--- src/verilog/pds_pkg.sv ---
package pds_pkg;
  localparam int unsigned SAMPLE_W = 12;
  localparam int unsigned OFFSET_W = 8;
  localparam logic [11:0] ALL_ONES = 12'hFFF;
  localparam logic [11:0] PIX_RST = 12'h000;
  localparam logic [7:0] OFFSET_RST = 8'h00;
  typedef enum logic [1:0] {
    PDS_SHIFT_NONE,
    PDS_SHIFT_ONCE,
    PDS_SHIFT_TWICE,
    PDS_SHIFT_THREE
  } pds_shift_t;
  typedef enum logic [1:0] {
    PDS_DEPTH_12,
    PDS_DEPTH_10,
    PDS_DEPTH_8,
    PDS_DEPTH_RSVD
  } pds_depth_t;
endpackage : pds_pkg

--- src/verilog/pds_top.sv ---
module pds_top (
  // Clock and reset
  input wire logic clk,
  input wire logic rst_n,
  // Configuration from the host command decoder
  input wire logic [1:0] cfg_shift,
  input wire logic [1:0] cfg_depth,
  input wire logic [7:0] cfg_offset,
  // Sample stream from the converter
  input wire logic in_valid,
  output logic in_ready,
  input wire logic in_sof,
  input wire logic [11:0] in_sample,
  // Pixel stream to the frame grabber
  output logic out_valid,
  input wire logic out_ready,
  output logic out_sof,
  output logic [11:0] out_pixel,
  // Settings in force for the current frame
  output logic [1:0] act_shift,
  output logic [1:0] act_depth,
  output logic [7:0] act_offset
);
  // ****************************************
  // Reset release
  // ****************************************
  // The pin reset takes hold at once but lets go only after two edges, so no
  // flop leaves reset on an edge that the rise of the pin could straddle.
  logic rst_s1_q;
  logic rst_s2_q;
  always_ff @(posedge clk or negedge rst_n) begin
    if (!rst_n) begin
      rst_s1_q <= 1'h0;
      rst_s2_q <= 1'h0;
    end else begin
      rst_s1_q <= 1'h1;
      rst_s2_q <= rst_s1_q;
    end
  end
  wire rst_sync_n = rst_s2_q;

  // ****************************************
  // Frame-latched settings
  // ****************************************
  // Settings are latched only with the first sample of a frame, so a host
  // command arriving mid-frame never splits one image across two windows.
  logic [1:0] shift_q;
  logic [1:0] depth_q;
  logic [7:0] offset_q;
  wire take_in = in_valid && in_ready;
  wire latch_cfg = take_in && in_sof;
  wire [1:0] shift_use = latch_cfg ? cfg_shift : shift_q;
  wire [1:0] depth_use = latch_cfg ? cfg_depth : depth_q;
  always_ff @(posedge clk or negedge rst_sync_n) begin
    if (!rst_sync_n) begin
      shift_q <= pds_pkg::PDS_SHIFT_NONE;
      depth_q <= pds_pkg::PDS_DEPTH_12;
      offset_q <= pds_pkg::OFFSET_RST;
    end else if (latch_cfg) begin
      shift_q <= cfg_shift;
      depth_q <= cfg_depth;
      offset_q <= cfg_offset;
    end
  end

  // ****************************************
  // Bit window selection
  // ****************************************
  // One window per shift step: step s lifts the sample by s places. A sample
  // bit lifted past the top of the word saturates the window, so an over-bright
  // pixel clips to white instead of wrapping round to a dark value.
  wire [3:0] ovf;
  wire [11:0] lifted [4];
  wire [11:0] win12 [4];
  wire [9:0] win10 [4];
  wire [7:0] win8 [4];
  for (genvar s = 0; s < 4; s++) begin : g_win
    if (s == 0) begin : g_flat
      // Nothing leaves the word when no shift is selected.
      assign ovf[s] = 1'h0;
    end else begin : g_lift
      assign ovf[s] = |in_sample[11 -: s];
    end
    assign lifted[s] = in_sample << s;
    // Twelve-bit depth keeps the whole lifted word, zeros filling the bottom.
    assign win12[s] = ovf[s] ? pds_pkg::ALL_ONES : lifted[s];
    // Narrower depths take the top of the lifted word, right-justified.
    assign win10[s] = ovf[s] ? 10'h3FF : lifted[s][11:2];
    assign win8[s] = ovf[s] ? 8'hFF : lifted[s][11:4];
  end

  // Selection follows the settings in force for this sample.
  wire [11:0] sel12 = win12[shift_use];
  wire [9:0] sel10 = win10[shift_use];
  wire [7:0] sel8 = win8[shift_use];
  // The reserved depth code is treated as twelve-bit.
  wire [11:0] pix_sel = (depth_use == pds_pkg::PDS_DEPTH_10) ? {2'b00, sel10} :
                        (depth_use == pds_pkg::PDS_DEPTH_8) ? {4'h0, sel8} : sel12;

  // ****************************************
  // Two-entry output buffer
  // ****************************************
  // Two slots let in_ready come from a flop while still running at full rate.
  logic [12:0] mem_q [2];
  logic wr_ptr_q;
  logic rd_ptr_q;
  logic [1:0] cnt_q;
  logic [1:0] cnt_d;
  // The head is always on show, so a pop is exactly an output handshake.
  wire take_out = out_valid && out_ready;
  wire [12:0] in_word = {in_sof, pix_sel};
  assign cnt_d = cnt_q + {1'h0, take_in} - {1'h0, take_out};

  // Each slot is written only when the write pointer names it.
  for (genvar e = 0; e < 2; e++) begin : g_slot
    wire slot_wr = take_in && (wr_ptr_q == 1'(e));
    always_ff @(posedge clk or negedge rst_sync_n) begin
      if (!rst_sync_n) begin
        mem_q[e] <= {1'h0, pds_pkg::PIX_RST};
      end else if (slot_wr) begin
        mem_q[e] <= in_word;
      end
    end
  end

  always_ff @(posedge clk or negedge rst_sync_n) begin
    if (!rst_sync_n) begin
      wr_ptr_q <= 1'h0;
    end else if (take_in) begin
      wr_ptr_q <= ~wr_ptr_q;
    end
  end

  always_ff @(posedge clk or negedge rst_sync_n) begin
    if (!rst_sync_n) begin
      rd_ptr_q <= 1'h0;
    end else if (take_out) begin
      rd_ptr_q <= ~rd_ptr_q;
    end
  end

  always_ff @(posedge clk or negedge rst_sync_n) begin
    if (!rst_sync_n) begin
      cnt_q <= 2'h0;
    end else begin
      cnt_q <= cnt_d;
    end
  end

  // ****************************************
  // Registered outputs
  // ****************************************
  // A word written into the slot that is about to become the head bypasses
  // the slot, so a pixel shows one edge after its sample is taken.
  wire rd_next = take_out ? ~rd_ptr_q : rd_ptr_q;
  wire head_bypass = take_in && (cnt_d == 2'h1) && (rd_next == wr_ptr_q);
  wire [12:0] head_d = head_bypass ? in_word : mem_q[rd_next];
  wire out_valid_d = (cnt_d != 2'h0);
  // Ready drops as the second slot fills, so a stalled receiver loses no
  // word; the price is that ready follows one edge behind each pop.
  wire in_ready_d = (cnt_d != 2'h2);
  wire [7:0] offset_use = latch_cfg ? cfg_offset : offset_q;

  always_ff @(posedge clk or negedge rst_sync_n) begin
    if (!rst_sync_n) begin
      out_valid <= 1'h0;
    end else begin
      out_valid <= out_valid_d;
    end
  end

  always_ff @(posedge clk or negedge rst_sync_n) begin
    if (!rst_sync_n) begin
      in_ready <= 1'h0;
    end else begin
      in_ready <= in_ready_d;
    end
  end

  always_ff @(posedge clk or negedge rst_sync_n) begin
    if (!rst_sync_n) begin
      out_sof <= 1'h0;
    end else begin
      out_sof <= head_d[12];
    end
  end

  always_ff @(posedge clk or negedge rst_sync_n) begin
    if (!rst_sync_n) begin
      out_pixel <= pds_pkg::PIX_RST;
    end else begin
      out_pixel <= head_d[11:0];
    end
  end

  always_ff @(posedge clk or negedge rst_sync_n) begin
    if (!rst_sync_n) begin
      act_shift <= pds_pkg::PDS_SHIFT_NONE;
    end else begin
      act_shift <= shift_use;
    end
  end

  always_ff @(posedge clk or negedge rst_sync_n) begin
    if (!rst_sync_n) begin
      act_depth <= pds_pkg::PDS_DEPTH_12;
    end else begin
      act_depth <= depth_use;
    end
  end

  always_ff @(posedge clk or negedge rst_sync_n) begin
    if (!rst_sync_n) begin
      act_offset <= pds_pkg::OFFSET_RST;
    end else begin
      act_offset <= offset_use;
    end
  end
endmodule // pds_top

--- config.mk ---
export PLATFORM = sky130hd
export DESIGN_NAME = pds_top
export DESIGN_NICKNAME = d
export VERILOG_FILES = /design/src/verilog/pds_pkg.sv /design/src/verilog/pds_top.sv
export SDC_FILE = /design/constraint.sdc
export NUM_CORES = 1
export LEC_CHECK = 0
export BUFFER_PORTS_ARGS = -buffer_cell sky130_fd_sc_hd__buf_4
export CORE_ASPECT_RATIO = 0.75
export CORE_MARGIN = 1.5
export CORE_UTILIZATION = 58
export CTS_BUF_LIST = sky130_fd_sc_hd__clkbuf_8
export CTS_CLUSTER_DIAMETER = 60
export DETAILED_ROUTE_END_ITERATION = 10
export PLACE_DENSITY = 0.82
export REMOVE_ABC_BUFFERS = 1
export SYNTH_ARGS = -nofsm -noshare
export SYNTH_HDL_FRONTEND = slang
export SYNTH_SLANG_ARGS = --single-unit
--- constraint.sdc ---
create_clock -name clk -period 5.2 [get_ports clk]
set_input_delay 1.04 -clock clk [delete_from_list [all_inputs] [get_ports clk]]
set_output_delay 1.04 -clock clk [all_outputs]
set_load 0.05 [all_outputs]
Word level (Yosys, flattened, before mapping)
Index checks and enable logic that the tools add are counted.
{"block": "classes", "add_sub_neg": 2, "order_cmp": 2, "eq_ne": 5, "n_mux": 27, "bitwise_logic": 4, "n_reduce_logical": 10}
{"operator": "two-way mux 12 bit", "n": 7}
{"operator": "two-way mux 13 bit", "n": 4}
{"operator": "two-way mux 10 bit", "n": 5}
{"operator": "two-way mux 8 bit", "n": 5}
{"operator": "binary-select mux 12 bit (select 2 bit)", "n": 1}
{"operator": "binary-select mux 10 bit (select 2 bit)", "n": 1}
{"operator": "binary-select mux 8 bit (select 2 bit)", "n": 1}
{"operator": "logical AND 1 bit", "n": 7}
{"operator": "== test 2 x 1 -> 1 bit (second input constant)", "n": 2}
{"operator": "two-way mux 2 bit", "n": 2}
{"operator": "greater-or-equal comparator 3 bit (second input constant)", "n": 1}
{"operator": "NOT 2 -> 3 bit", "n": 1}
{"operator": "OR reduction 3 bit", "n": 1}
{"operator": "adder 2 x 1 -> 2 bit", "n": 1}
{"operator": "== test 2 bit (second input constant)", "n": 1}
{"operator": "greater-or-equal comparator 2 bit (second input constant)", "n": 1}
{"operator": "!= test 2 bit (second input constant)", "n": 1}
{"operator": "NOT 1 bit", "n": 2}
{"operator": "NOT 1 -> 2 bit", "n": 1}
{"operator": "nonzero test 2 bit", "n": 1}
{"operator": "OR reduction 2 bit", "n": 1}
{"operator": "subtractor 2 x 1 -> 2 bit", "n": 1}
{"operator": "== test 1 bit", "n": 1}
{"operator": "two-way mux 1 bit", "n": 1}
{"block": "word_totals", "register_bits": 59, "in_bits": 29, "out_inout_bits": 27, "wordCells": 64}

Depth between registers and ports, before layout
{"block": "logic_depth", "word_depth": 10, "mapped_depth": 11, "depth_no_buf": 10}

Worst setup path before layout
OpenSTA, ideal clock, no wires.
{"block": "synth_timing", "path_type": "input port to flip-flop", "from": "in out_ready", "to": "reg out_pixel[4]", "setup_ns": 0.144, "arrival_time_ns": 2.789, "required_ns": 5.056, "path_slack_ns": 2.267, "path_stages": 10, "path_buffers": 2, "cell_sequence": "and2_0 ha_1 inv_1 ha_1 xnor3_1 nand3_1 nor2b_1 clkbuf_1 clkbuf_1 a311oi_1"}
{"block": "synth_via", "elab_chain_cells": 7, "elab_cells_between_ends": 12, "cone_classes": "1 x add/sub; 2 x eq/ne; 5 x mux; 1 x bitwise; 3 x reduce/logical"}
{"element": "from (decl)", "line": "pds_top.sv:16", "source": "input wire logic out_ready,"}
{"element": "logical AND 1 bit *", "line": "pds_top.sv:110", "source": "wire take_out = out_valid && out_ready;"}
{"element": "branches (longest 5 deep; another with subtractor 2 x 1 -> 2 bit)"}
{"element": "two-way mux 13 bit *", "line": "pds_top.sv:157", "source": "wire [12:0] head_d = head_bypass ? in_word : mem_q[rd_next];"}
{"element": "named net head_d[4]", "line": "pds_top.sv:157"}
{"element": "to (signal assigned)", "line": "pds_top.sv:190", "source": "out_pixel <= pds_pkg::PIX_RST;"}
{"element": "to (signal assigned)", "line": "pds_top.sv:192", "source": "out_pixel <= head_d[11:0];"}
{"element": "to (decl)", "line": "pds_top.sv:18", "source": "output logic [11:0] out_pixel,"}
Mark *: on every way through the listed nets, which the timed path passes. The select of a mux whose other input is x is not followed.
A chain may end at the register's enable or synchronous reset.

Worst setup path after layout
{"block": "layout_timing", "from": "in out_ready", "to": "reg out_pixel[1]"}
The elaborated chain is that of the path after synthesis.

==> impl_metrics.json <==
{
  "area_growth_pct": 19.5,
  "power_density_nw_per_um2": 690,
  "synth_compound_area_frac": 0.240,
  "skew_ps": 5.86,
  "fin_nets": 426,
  "synth.distinct_cells": 60,
  "final_layout_size_suffix_gt1_frac": 0.263,
  "power_leakage_nw": 1.77,
  "yosysTopAreaCell": "dfrtp_1",
  "grt_setup_unrepaired": "false",
  "finalWirelength_mm": 8.41,
  "setup_viol": 0,
  "grt_start_max_net_pins": 33,
  "diodes": 0,
  "die_w_um": 89.9,
  "cp_top_family": "simple AND/OR/NAND/NOR gates",
  "synth.yosys.seq_area_share": 0.450,
  "synth_top_area_share": 0.450,
  "synth_simple_gate_area_frac": 0.191,
  "timing.fmax_mhz": 293,
  "relSlewSlack": 0.376,
  "num-fill-cells": 419,
  "detail_route.wl_per_cell_um": 17.7,
  "critPathCaptureType": "flop",
  "dpl.hpwl_mm": 5.96,
  "finalSetupTns_ps": 0,
  "synthArstFlopShare": 1.00,
  "grt_pass1_wl_mm": 13.9,
  "h-tree-depth": 3,
  "critical_path.max_fanout": 14,
  "reg2reg_from": "out_valid",
  "drtIter0Drc": 358,
  "dp_slack_ps": 1490,
  "tritoncts": "built",
  "synth-warning-count": 0,
  "clkTransAtPathRegs_ps": 70,
  "postCtsSetupBuffers": 0,
  "arrival_ps": 3660,
  "post_cts_resized": 0,
  "grt_overflow": 0,
  "first_global_vias": 2762,
  "avgViaCountPerCell": 6.22,
  "die_y_um": 68.2,
  "antenna_found_initial": 0,
  "cts_buffer_depth": 2,
  "vias": 2954,
  "cts_buffers": 9,
  "cp.required_ps": 5450,
  "synth-edff-count": 0,
  "cap_violations": 0,
  "hold_violations": 0,
  "drt_pass1_iterations": 5,
  "synthCells": 346,
  "crit_start": "out_ready",
  "rows": 23,
  "root_buffer": "clkbuf_8",
  "hp-class": "reg -> async",
  "synth_ff_type": "dfrtp_1",
  "cts_sinks": 59,
  "setup_ws_ps": 1790,
  "antenna_left": 0,
  "port_buffers": 55,
  "clkLatencyLatePin_ps": 340,
  "synthTopCellsByArea": "dfrtp_1 45%, nand2_1 7.0%, o21ai_0 4.6%",
  "final_util": 0.725,
  "die_area_um2": 6130,
  "critPathBufInv": 3,
  "initial_core_util": 0.607,
  "min_period_ps": 3410,
  "ios": 56,
  "drc": 0,
  "synth_adder_area_share": 0.00762,
  "status": "complete, no violations",
  "synthXorXnorAreaFrac": 0.0191,
  "grt.total_usage": 0.298,
  "worstMarginPinSlew_ps": 934,
  "crit_path_cell_trace": "buf_4 > and2_0 > ha_1 > inv_1 > ha_1 > xnor3_1 > nand3_1 > nor2b_1 > buf_4 > a211oi_1 > a211oi_1",
  "synthMuxAreaShare": 0.0492,
  "critPathKind": "in -> reg",
  "peakVddDrop_mv": 0.327,
  "crit_path_start_kind": "input pin",
  "postCtsHoldBufs": 0,
  "core_area_um2": 5410,
  "finalCritPeriodShare": 0.656,
  "synth_area_um2": 3280,
  "syn_area_per_cell_um2": 9.49,
  "synth_top_family_by_area": "compound AO/OA/AOI/OAI gates",
  "drv_slew": 0,
  "synth-seq-cells": 59,
  "crit_slowest_cell": "nor2b_1",
  "slowest_delay_ps": 760,
  "p_total_mw": 2.70,
  "place.gp.congestion": 0.952
}
==> cells in the final DEF, fill, tap and decap left out, drive strengths merged, types with 5 or more instances in the layout <==
cell type  count
o21ai         34
a211oi        16
mux2i          9
or2            6
clkbuf        11
nand3         12
o22ai          5
nor2b         11
buf           58
dfrtp         59
a22oi          6
a21oi         18
nand2         62
inv           12
nor2          15
nor3           6
==> synth_stat cells (7+ instances only) <==
cell type and number:
a211oi_1 16, nand2_1 61, clkbuf_1 16, nor2b_1 11, dfrtp_1 59, o21ai_0 30
inv_1 7, nand3_1 11, a21oi_1 17, nor2_1 13
==> registers in the layout, summed over array words and instances, names as in the netlist <==
register,cells
cnt_q,2
out_valid,1
rst_s1_q,1
act_shift,2
rst_s2_q,1
rd_ptr_q,1
out_pixel,12
act_depth,2
wr_ptr_q,1
mem_q,26
out_sof,1
in_ready,1
act_offset,8
==> area by class of cell <==
cell class,instances,area (µm²),share of cell area
multi-input cells,256,1670,0.426
repair buffers,58,435,0.111
clock inverters,5,52.6,0.0134
well taps,75,93.8,0.0239
inverters,11,41.3,0.0105
clock buffers,11,151,0.0386
flip-flops and latches,59,1480,0.377
==> stage by stage <==
step / instance area [µm²] / instances / hold slack [ps]
2_1_floorplan: 3190 / 326 / 331
3_3_place_gp: 3720 / 459 / 271
3_5_place_dp: 3720 / 459 / 271
4_1_cts: 3920 / 475 / 276
5_1_grt: 3920 / 475 / 316
6_report: 3920 / 475 / 257
==> cells by family after synthesis <==
family          after synthesis
xor+xnor                      4
simple gates                126
compound gates              111
buf+inv                      31
flops                        59
other cells                   1
mux                          12
fa+ha+maj                     2
==> worst reg2reg max path, delay by kind of cell (launching register included) <==
kind / cells / cell delay (ps)
adder cells (fa/ha/maj): 2 / 470
AO/OA/AOI/OAI: 2 / 290
flip-flops: 1 / 380
buffers and inverters: 2 / 370
AND/OR/NAND/NOR: 3 / 1140
XOR/XNOR: 1 / 270
==> final timing paths <==
kind                       cells past startpoint            to  slack (ps)
min reg2reg                                    0  act_shift[0]         260
max in group asynchronous                      1  act_depth[0]        4130
min                                            0  act_shift[0]         260
min in group clk                               0      rst_s2_q         360
max reg2reg                                   10  out_pixel[1]        2190
max                                           11  out_pixel[1]        1790
==> power breakdown <==
| part | switching [mW] | internal, mW | leakage [nW] |
|---|---|---|---|
| registers | 0.127 | 0.672 | 0.712 |
| logic | 0.968 | 0.511 | 0.944 |
| clock network | 0.182 | 0.245 | 0.110 |
| total | 1.28 | 1.43 | 1.77 |
==> metal layers <==
metal / track usage / part of all wire / up-vias
li1: - / - / 1358
met1: 0.401 / 0.45 / 1421
met2: 0.487 / 0.46 / 154
met3: 0.0611 / 0.074 / 21
met4: 0.115 / 0.017 / 0
met5: 0 / 0 / -
Power figures use the tool's default switching activity.
